<file path="config.mk">
export PLATFORM = sky130hd
export DESIGN_NAME = crs_top
export DESIGN_NICKNAME = d
export VERILOG_FILES = /design/src/crs_pkg.sv /design/src/crs_top.sv
export VERILOG_INCLUDE_DIRS = /design/src
export SDC_FILE = /design/constraint.sdc
export NUM_CORES = 1
export LEC_CHECK = 0
export ABC_AREA = 1
export BUFFER_PORTS_ARGS = -buffer_cell sky130_fd_sc_hd__buf_2
export CORE_MARGIN = 2
export CORE_UTILIZATION = 45
export DETAILED_ROUTE_END_ITERATION = 8
export PLACE_DENSITY = 0.68
export SYNTH_ARGS = -nofsm -noshare
export SYNTH_HDL_FRONTEND = slang
export SYNTH_SLANG_ARGS = --single-unit
</file>
<file path="constraint.sdc">
create_clock -name clock_i -period 2.3 [get_ports clock_i]
set_clock_uncertainty 0.15 [all_clocks]
set_input_delay 0.345 -clock clock_i [delete_from_list [all_inputs] [get_ports clock_i]]
set_output_delay 0.345 -clock clock_i [all_outputs]
set_load 0.01 [all_outputs]
</file>
<file path="src/crs_consts.svh">
// offsets, field positions, reset values and timing counts for crs
`ifndef CRS_CONSTS_SVH
`define CRS_CONSTS_SVH

// ==========================================================
// register offsets (byte addresses)
`define CRS_OFF_RCTL 8'h00
`define CRS_OFF_CFG0 8'h04
`define CRS_OFF_CFG1 8'h08
`define CRS_OFF_CFG2 8'h0c
`define CRS_OFF_ISTS 8'h10
`define CRS_OFF_ICLR 8'h14
`define CRS_OFF_IEN 8'h18
`define CRS_OFF_STAT 8'h1c

// ==========================================================
// field positions
`define CRS_KEEP_BIT 8
`define CRS_BOR_BIT 1
`define CRS_POR_BIT 0
`define CRS_CP_BIT 15
`define CRS_EV_LOAD 0
`define CRS_EV_BOR 1
`define CRS_EV_WAKE 2

// ==========================================================
// configuration space
`define CRS_CFG_BASE 24'hf80000
`define CRS_CFG_SPACE_TOP 8'h80
`define CRS_CFG_WORDS 3
`define CRS_CFG_LAST 2'h2
`define CRS_FLASH_WORD1 24'h2abfe
`define CRS_CFG_RST 16'hffff
`define CRS_UPPER_BYTE 8'hff

// ==========================================================
// timing
`define CRS_CLK_MHZ 250
`define CRS_SETTLE_NS 10000
`define CRS_SETTLE_CYC ((`CRS_SETTLE_NS * `CRS_CLK_MHZ) / 1000)
`define CRS_FAST_WAKE_NS 1000
`define CRS_FAST_CYC ((`CRS_FAST_WAKE_NS * `CRS_CLK_MHZ) / 1000)
`define CRS_POWERUP_DELAY_TIMER_MS 64
`define CRS_POWERUP_DELAY_TIMER_CYC (`CRS_POWERUP_DELAY_TIMER_MS * `CRS_CLK_MHZ * 1000)

`endif

</file>
<file path="src/crs_pkg.sv">
// types for the configuration load and regulator start-up block
`default_nettype none

package crs_pkg;

	typedef enum logic [2:0]
	{
		CRS_LOAD = 3'h0,
		CRS_DELAY = 3'h1,
		CRS_RUN = 3'h3,
		CRS_SLEEP = 3'h2,
		CRS_WAKE = 3'h6
	} crs_state_t;

	typedef enum logic [1:0]
	{
		CRS_DLY_NONE = 2'h0,
		CRS_DLY_SETTLE = 2'h1,
		CRS_DLY_POWERUP_DELAY_TIMER = 2'h2
	} crs_dly_t;

	typedef struct packed
	{
		logic psel;
		logic penable;
		logic pwrite;
		logic [7:0] paddr;
		logic [31:0] pwdata;
	} crs_apb_req_t;

	typedef struct packed
	{
		logic pready;
		logic pslverr;
		logic [31:0] prdata;
	} crs_apb_rsp_t;

	typedef struct packed
	{
		crs_state_t fsm;
		crs_dly_t dly;
		logic [23:0] cnt;
		logic [1:0] idx;
		logic [2:0][15:0] cfg;
		logic keep;
		logic bor_flag;
		logic por_flag;
		logic [2:0] ists;
		logic [2:0] ien;
		crs_apb_rsp_t rsp;
		logic irq;
		logic core_reset;
		logic exec_en;
		logic reg_standby;
		logic flash_pwr;
		logic flash_req;
		logic [23:0] flash_addr;
		logic [23:0] tbl_data;
		logic code_protect;
	} crs_regs_t;

endpackage

`default_nettype wire

</file>
<file path="src/crs_top.sv">
// configuration reload, regulator start-up and sleep sequencing
// ==========================================================
//
// Register access over APB and the placing of the registers are this design's own decisions.
`timescale 1ns/100ps
`default_nettype none
`include "crs_consts.svh"

module crs_top
#(
	parameter int POWERUP_DELAY_TIMER_CYC = `CRS_POWERUP_DELAY_TIMER_CYC
)
(
	input wire logic clock_i,
	input wire logic rst_b_i,
	input wire logic ce_i,
	input wire crs_pkg::crs_apb_req_t apb_i,
	output var crs_pkg::crs_apb_rsp_t apb_o,
	input wire logic por_i,
	input wire logic other_reset_i,
	input wire logic bor_detect_i,
	input wire logic regulator_en_i,
	input wire logic sleep_i,
	input wire logic wake_i,
	output logic flash_req_o,
	output logic [23:0] flash_addr_o,
	input wire logic flash_ack_i,
	input wire logic [23:0] flash_data_i,
	input wire logic tbl_rd_i,
	input wire logic [23:0] tbl_addr_i,
	output logic [23:0] tbl_data_o,
	output logic core_reset_o,
	output logic exec_en_o,
	output logic reg_standby_o,
	output logic flash_pwr_o,
	output logic code_protect_o,
	output logic irq_o
);

	// ==========================================================
	// functions
	function automatic logic [23:0] pick_delay(input crs_pkg::crs_dly_t k);
		logic [23:0] d;
		d = 24'h0;
		if (k == crs_pkg::CRS_DLY_SETTLE)
			d = 24'(`CRS_SETTLE_CYC);
		else if (k == crs_pkg::CRS_DLY_POWERUP_DELAY_TIMER)
			d = 24'(POWERUP_DELAY_TIMER_CYC);
		return d;
	endfunction

	function automatic crs_pkg::crs_dly_t wake_kind(input logic reg_en,
		input logic keep);
		crs_pkg::crs_dly_t k;
		k = crs_pkg::CRS_DLY_SETTLE;
		if (keep)
			k = crs_pkg::CRS_DLY_NONE;
		return k;
	endfunction

	// ==========================================================
	// state
	crs_pkg::crs_regs_t r_reg;
	crs_pkg::crs_regs_t r_next;
	localparam crs_pkg::crs_regs_t RST_VAL = '{
		fsm: crs_pkg::CRS_LOAD,
		dly: crs_pkg::CRS_DLY_POWERUP_DELAY_TIMER,
		cnt: 24'h0,
		idx: 2'h0,
		cfg: {3{`CRS_CFG_RST}},
		keep: 1'b0,
		bor_flag: 1'b0,
		por_flag: 1'b1,
		ists: 3'h0,
		ien: 3'h0,
		rsp: '0,
		irq: 1'b0,
		core_reset: 1'b1,
		exec_en: 1'b0,
		reg_standby: 1'b0,
		flash_pwr: 1'b1,
		flash_req: 1'b1,
		flash_addr: `CRS_FLASH_WORD1,
		tbl_data: 24'h0,
		code_protect: 1'b0
	};

	logic rst_evt;
	logic bor_evt;
	logic acc;
	logic [23:0] d;
	logic [23:0] toff;

	assign bor_evt = bor_detect_i & regulator_en_i;
	assign rst_evt = por_i | other_reset_i | bor_evt;
	assign acc = apb_i.psel & apb_i.penable & r_reg.rsp.pready;

	// ==========================================================
	// next state
	always_comb
	begin
		r_next = r_reg;
		d = 24'h0;
		toff = tbl_addr_i - `CRS_CFG_BASE;
		// apb access: pready one cycle into access phase
		r_next.rsp.pready = apb_i.psel & apb_i.penable & ~r_reg.rsp.pready;
		if (r_next.rsp.pready)
		begin
			r_next.rsp.pslverr = 1'b0;
			r_next.rsp.prdata = 32'h0;
			unique case (apb_i.paddr)
				`CRS_OFF_RCTL:
				begin
					r_next.rsp.prdata[`CRS_KEEP_BIT] = r_reg.keep;
					r_next.rsp.prdata[`CRS_BOR_BIT] = r_reg.bor_flag;
					r_next.rsp.prdata[`CRS_POR_BIT] = r_reg.por_flag;
				end
				`CRS_OFF_CFG0, `CRS_OFF_CFG1, `CRS_OFF_CFG2:
					r_next.rsp.prdata[23:0] = {`CRS_UPPER_BYTE,
						r_reg.cfg[apb_i.paddr[3:2] - 2'h1]};
				`CRS_OFF_ISTS:
					r_next.rsp.prdata[2:0] = r_reg.ists;
				`CRS_OFF_ICLR:
					r_next.rsp.prdata = 32'h0;
				`CRS_OFF_IEN:
					r_next.rsp.prdata[2:0] = r_reg.ien;
				`CRS_OFF_STAT:
					r_next.rsp.prdata[3:0] = {r_reg.core_reset, r_reg.fsm};
				default:
					r_next.rsp.pslverr = 1'b1;
			endcase
		end
		if (acc && apb_i.pwrite)
		begin
			unique case (apb_i.paddr)
				`CRS_OFF_RCTL:
				begin
					r_next.keep = apb_i.pwdata[`CRS_KEEP_BIT];
					r_next.bor_flag = r_reg.bor_flag
						& apb_i.pwdata[`CRS_BOR_BIT];
					r_next.por_flag = r_reg.por_flag
						& apb_i.pwdata[`CRS_POR_BIT];
				end
				`CRS_OFF_ICLR:
					r_next.ists = r_reg.ists & ~apb_i.pwdata[2:0];
				`CRS_OFF_IEN:
					r_next.ien = apb_i.pwdata[2:0];
				default:
					r_next.ien = r_next.ien;
			endcase
		end

		// configuration space reads through the table port; apb also reads the cfg words
		if (tbl_rd_i)
		begin
			if (tbl_addr_i[23:16] < `CRS_CFG_SPACE_TOP)
				r_next.tbl_data = 24'h0;
			else if (toff < 24'(2 * `CRS_CFG_WORDS) && !toff[0])
				r_next.tbl_data = {`CRS_UPPER_BYTE,
					r_reg.cfg[toff[2:1]]};
			else
				r_next.tbl_data = 24'hffffff;
		end

		// sequencer; hardware sets win over software clears
		if (rst_evt)
		begin
			r_next.fsm = crs_pkg::CRS_LOAD;
			r_next.idx = 2'h0;
			r_next.flash_req = 1'b1;
			r_next.flash_addr = `CRS_FLASH_WORD1;
			if (por_i || bor_evt)
				r_next.dly = regulator_en_i ? crs_pkg::CRS_DLY_SETTLE
					: crs_pkg::CRS_DLY_POWERUP_DELAY_TIMER;
			else
				r_next.dly = crs_pkg::CRS_DLY_NONE;
			if (bor_evt)
			begin
				r_next.bor_flag = 1'b1;
				r_next.ists[`CRS_EV_BOR] = 1'b1;
			end
			if (por_i)
				r_next.por_flag = 1'b1;
		end
		else
		begin
			unique case (r_reg.fsm)
				crs_pkg::CRS_LOAD:
				begin
					if (flash_ack_i)
					begin
						// upper byte dropped, only 16 bits are implemented
						r_next.cfg[r_reg.idx] = flash_data_i[15:0];
						r_next.idx = r_reg.idx + 2'h1;
						r_next.flash_addr = r_reg.flash_addr - 24'h2;
						if (r_reg.idx == `CRS_CFG_LAST)
						begin
							r_next.flash_req = 1'b0;
							r_next.ists[`CRS_EV_LOAD] = 1'b1;
							d = pick_delay(r_reg.dly);
							r_next.cnt = d;
							r_next.fsm = (d == 24'h0) ? crs_pkg::CRS_RUN
								: crs_pkg::CRS_DELAY;
						end
					end
				end
				crs_pkg::CRS_DELAY:
				begin
					r_next.cnt = r_reg.cnt - 24'h1;
					if (r_reg.cnt == 24'h1)
						r_next.fsm = crs_pkg::CRS_RUN;
				end
				crs_pkg::CRS_RUN:
				begin
					if (sleep_i)
						r_next.fsm = crs_pkg::CRS_SLEEP;
				end
				crs_pkg::CRS_SLEEP:
				begin
					if (wake_i)
					begin
						if (regulator_en_i)
							d = pick_delay(wake_kind(1'b1, r_reg.keep));
						else if (r_reg.keep)
							d = 24'(`CRS_FAST_CYC);
						else
							d = 24'(`CRS_SETTLE_CYC);
						r_next.cnt = d;
						if (d == 24'h0)
						begin
							r_next.fsm = crs_pkg::CRS_RUN;
							r_next.ists[`CRS_EV_WAKE] = 1'b1;
						end
						else
							r_next.fsm = crs_pkg::CRS_WAKE;
					end
				end
				crs_pkg::CRS_WAKE:
				begin
					r_next.cnt = r_reg.cnt - 24'h1;
					if (r_reg.cnt == 24'h1)
					begin
						r_next.fsm = crs_pkg::CRS_RUN;
						r_next.ists[`CRS_EV_WAKE] = 1'b1;
					end
				end
			endcase
		end

		// registered outputs from next state
		r_next.core_reset = (r_next.fsm == crs_pkg::CRS_LOAD)
			|| (r_next.fsm == crs_pkg::CRS_DELAY);
		r_next.exec_en = r_next.fsm == crs_pkg::CRS_RUN;
		r_next.reg_standby = (r_next.fsm == crs_pkg::CRS_SLEEP)
			&& regulator_en_i && !r_next.keep;
		r_next.flash_pwr = !r_next.reg_standby;
		r_next.code_protect = !r_next.cfg[0][`CRS_CP_BIT];
		r_next.irq = |(r_next.ists & r_next.ien);
	end

	always_ff @(posedge clock_i)
	begin
		if (!rst_b_i)
			r_reg <= RST_VAL;
		else if (ce_i)
			r_reg <= r_next;
	end

	assign apb_o = r_reg.rsp;
	assign flash_req_o = r_reg.flash_req;
	assign flash_addr_o = r_reg.flash_addr;
	assign tbl_data_o = r_reg.tbl_data;
	assign core_reset_o = r_reg.core_reset;
	assign exec_en_o = r_reg.exec_en;
	assign reg_standby_o = r_reg.reg_standby;
	assign flash_pwr_o = r_reg.flash_pwr;
	assign code_protect_o = r_reg.code_protect;
	assign irq_o = r_reg.irq;
endmodule

`default_nettype wire

</file>
==> qor.yml <==
finish:
  number_of_flip_flops_in_the_largest_register: 88
  stdcell_area_mm2: 0.009889
  drive_above_1_share: 0.1898
  finish.net_count: 1488
  final-seq-area_mm2: 0.003083
  area_used_by_multi_input_combinational_logic_mm2: 0.004448
  flow.area_growth_from_synthesis_pct: 13.38
  fill_cells: 1943
  utilization: 0.5234
critical_path:
  r2r_cells: 10
  worst_path_most_repeated_cell: "sky130_fd_sc_hd__nand2_1"
  crit-reg2reg-launch: "r_reg[146]"
  cpMaxStageDelayCell: "sky130_fd_sc_hd__dfxtp_1"
  cp_capture_type: "flip-flop"
  critPathKind: "reg -> reg"
  cp_cell_instances: "inv_1, ha_1, nand2_1, nand2_1, nand3_2, inv_2, buf_4, a21oi_4, o21ai_0, a21oi_1"
  required_ps: 2520
  arrival_ps: 2290
  startpoint_type: "flip-flop"
  critical-path-max-stage-delay_ps: 370
  startpoint: "r_reg[146]"
  critical_path_peak_fanout: 13
logic_synthesis:
  synth_sequential_area_ratio: 0.3535
  yosysUniqueCellTypes: 47
  synth_top_area_share: 0.3535
  synthArstFlopShare: 0
  netlist_area_mm2: 0.008722
  synth-seq-cells: 154
  synth_edf_count: 0
  yosys_warnings: 0
  synth.largest_area_cell: "sky130_fd_sc_hd__dfxtp_1"
  synthesis.instances: 1295
  avgSynthCellArea_um2: 6.735
  post_synth_main_area_contributors: "sky130_fd_sc_hd__dfxtp_1 35%, sky130_fd_sc_hd__nand2_1 13%, sky130_fd_sc_hd__nand3_1 7.7%"
  dominantRegCellSynth: "sky130_fd_sc_hd__dfxtp_1"
route:
  drt_drc_violations_left: 0
  avgViaCountPerCell: 5.172
  detail_route.wl_per_cell_um: 14.65
  number_of_violations_reported_at_the_end_of_detailed_routing_iteration_0: 622
  first_pass_iters: 5
  postRouteWirelength_um: 24120
  postRouteAntennaNets: 0
  routed-via-count: 8518
floorplan:
  core-area_mm2: 0.01889
  io_pins: 191
  initial_core_util: 0.4617
  die_width_um: 143.2
  die_height_um: 143.2
  rows: 50
  die_area_mm2: 0.02051
power_and_ir_drop:
  p_int_mw: 4.539
  total_leakage_power_nw: 4.592
  sw_frac_of_total: 0.2891
  seq_power_share: 0.435
  net-switching-power_mw: 1.846
  peakVddDrop_mv: 0.5705
  combPwrFrac: 0.123
  power.clock.fraction: 0.442
  power.density_mw_per_mm2: 645.7
  p_total_mw: 6.386
clocking:
  clkSinkCount: 154
  clk_root_buffer_cell: "sky130_fd_sc_hd__clkbuf_16"
  htree_num_levels: 4
  worst_skew_pair.late_latency_ps: 440
  cts.reportedPaths.clkPinSlew_ps: 70
  cts_post_setup_buffers_inserted: 0
  cts-buffers-inserted: 17
  cts-root-to-sink-buffers: 2
  tritoncts: "yes"
placed_design:
  detailed_place.area_mm2: 0.009211
  port_buffer_count: 145
  dpl.hpwl_um: 17540
  finalWeightedCongestion: 0.8854
  pre_cts_setup_slack_ps: 168.6
timing:
  final_hold_viol_count: 0
  relative_slew_slack: 0.6323
  final_period_minus_worst_setup_slack_ps: 2076
  finalWorstSetupSlack_ps: 224.3
  highest_clock_frequency_the_design_can_meet_mhz: 481.8
  grt_setup_unrepaired: "false"
  setup-tns-final_ps: 0
  slew_violations: 0
  timing_worst_slew_pin_value_ps: 550.2
  final_worst_path_period_share: 0.9025
  setup_violations: 0
min_path:
  holdCritPathClass: "in -> reg"
  worst_hold_path.num_cells: 3
  hold_start: "flash_data_i[2]"
global_routing:
  first_global_vias: 7861
  initial_antenna_violation_count: 1
  groute.usage.overall: 0.2383
  grt_max_degree: 64
  grt_overflow_total: 0
  grt_pass1_wl_um: 38950
outcome:
  outcome: "finished clean"
job:
  cap_viol_max_count: 0
## worst max-delay path: cells and delay by family, from the launching register on
family                     cells  cell delay [ps]
AOI/OAI and AO/OA              3              490
and+or+nand+nor                3              430
DFF                            1              370
buffers and inverters          3              300
adders and majority gates      1              260
## cell type report
type	instances	area share
Multi-Input combinational cell	916	0.4498
Clock inverter	15	0.01544
Clock buffer	17	0.04302
Timing Repair Buffer	187	0.1101
Antenna cell	1	0.0002530
Sequential cell	154	0.3117
Inverter	97	0.03682
Tap cell	260	0.03289
## power by group through the flow
stage | Combinational, mW | Clock [mW] | Sequential, mW
floorplan | 0.545 | 0 | 2.82
global placement | 0.751 | 0 | 2.84
detailed placement | 0.761 | 0 | 2.84
CTS | 0.778 | 2.86 | 2.78
global route | 0.878 | 2.97 | 2.79
finish | 0.784 | 2.82 | 2.78
## through the flow
stage	hold WS [ps]	cells
finish	12.81	1647
global route	24.36	1647
CTS	1.367	1646
detailed placement	291.9	1605
global placement	278.7	1605
floorplan	278.9	1303
## timing repair
| action | in CTS | in global routing |
|---|---|---|
| hold buffers | 9 | 0 |
| hold endpoints to repair | 15 | 0 |
| resized for setup | 0 | 1 |
| setup endpoints to repair | 0 | 8 |
## cell families (layout without fill, tap and decap cells)
family,count (synthesis),in the layout,synth area share
adders and majority gates,13,13,0.01865
other,1,10,0.0004299
AOI/OAI and AO/OA,223,223,0.1468
and+or+nand+nor,660,660,0.3288
xor gates and xnor gates,11,11,0.01105
DFF,154,154,0.3535
buffers and inverters,233,316,0.1409
## synthesized netlist by cell type (5+ instances only)
cell type	instances
sky130_fd_sc_hd__nand2_1	305
sky130_fd_sc_hd__dfxtp_1	154
sky130_fd_sc_hd__nor2_1	151
sky130_fd_sc_hd__nand3_1	134
sky130_fd_sc_hd__a21oi_1	100
sky130_fd_sc_hd__buf_4	88
sky130_fd_sc_hd__inv_1	84
sky130_fd_sc_hd__o21ai_0	59
sky130_fd_sc_hd__clkbuf_1	33
sky130_fd_sc_hd__o211ai_1	16
sky130_fd_sc_hd__nor2_2	15
sky130_fd_sc_hd__buf_2	13
sky130_fd_sc_hd__ha_1	13
sky130_fd_sc_hd__nor3_1	13
sky130_fd_sc_hd__inv_2	12
sky130_fd_sc_hd__nand4_1	11
sky130_fd_sc_hd__xor2_1	10
sky130_fd_sc_hd__a211oi_1	9
sky130_fd_sc_hd__a31oi_1	9
sky130_fd_sc_hd__a32oi_1	7
sky130_fd_sc_hd__nand3b_1	6
sky130_fd_sc_hd__or2_2	6
sky130_fd_sc_hd__nand2_2	5
## path summary, 6_finish.rpt
path / end / slack (ps)
worst max-delay path: r_reg[165] / 220
worst min-delay path: r_reg[116] / 10
worst max register to register: r_reg[165] / 220
worst min register to register: flash_req_o / 300
## metal layers
| metal | wire length, um | up-vias | GRT usage |
|---|---|---|---|
| li1 | - | 4353 | - |
| met1 | 11000 | 3845 | 0.3166 |
| met2 | 11180 | 280 | 0.3830 |
| met3 | 1401 | 40 | 0.04024 |
| met4 | 546 | 0 | 0.1006 |
| met5 | 0 | - | 0 |
## placed cells by master (no fill, tap or decap), types with 10 or more instances in the layout
cell,n
sky130_fd_sc_hd__o21ai_0,59
sky130_fd_sc_hd__buf_2,145
sky130_fd_sc_hd__o211ai_1,16
sky130_fd_sc_hd__nand3_1,134
sky130_fd_sc_hd__ha_1,13
sky130_fd_sc_hd__nor2_2,15
sky130_fd_sc_hd__buf_4,31
sky130_fd_sc_hd__clkbuf_16,17
sky130_fd_sc_hd__nand4_1,11
sky130_fd_sc_hd__nor3_1,13
sky130_fd_sc_hd__inv_1,84
sky130_fd_sc_hd__a21oi_1,100
sky130_fd_sc_hd__dfxtp_1,154
sky130_fd_sc_hd__inv_2,13
sky130_fd_sc_hd__xor2_1,10
sky130_fd_sc_hd__nand2_1,305
sky130_fd_sc_hd__nor2_1,151
Power figures use the tool's default switching activity.
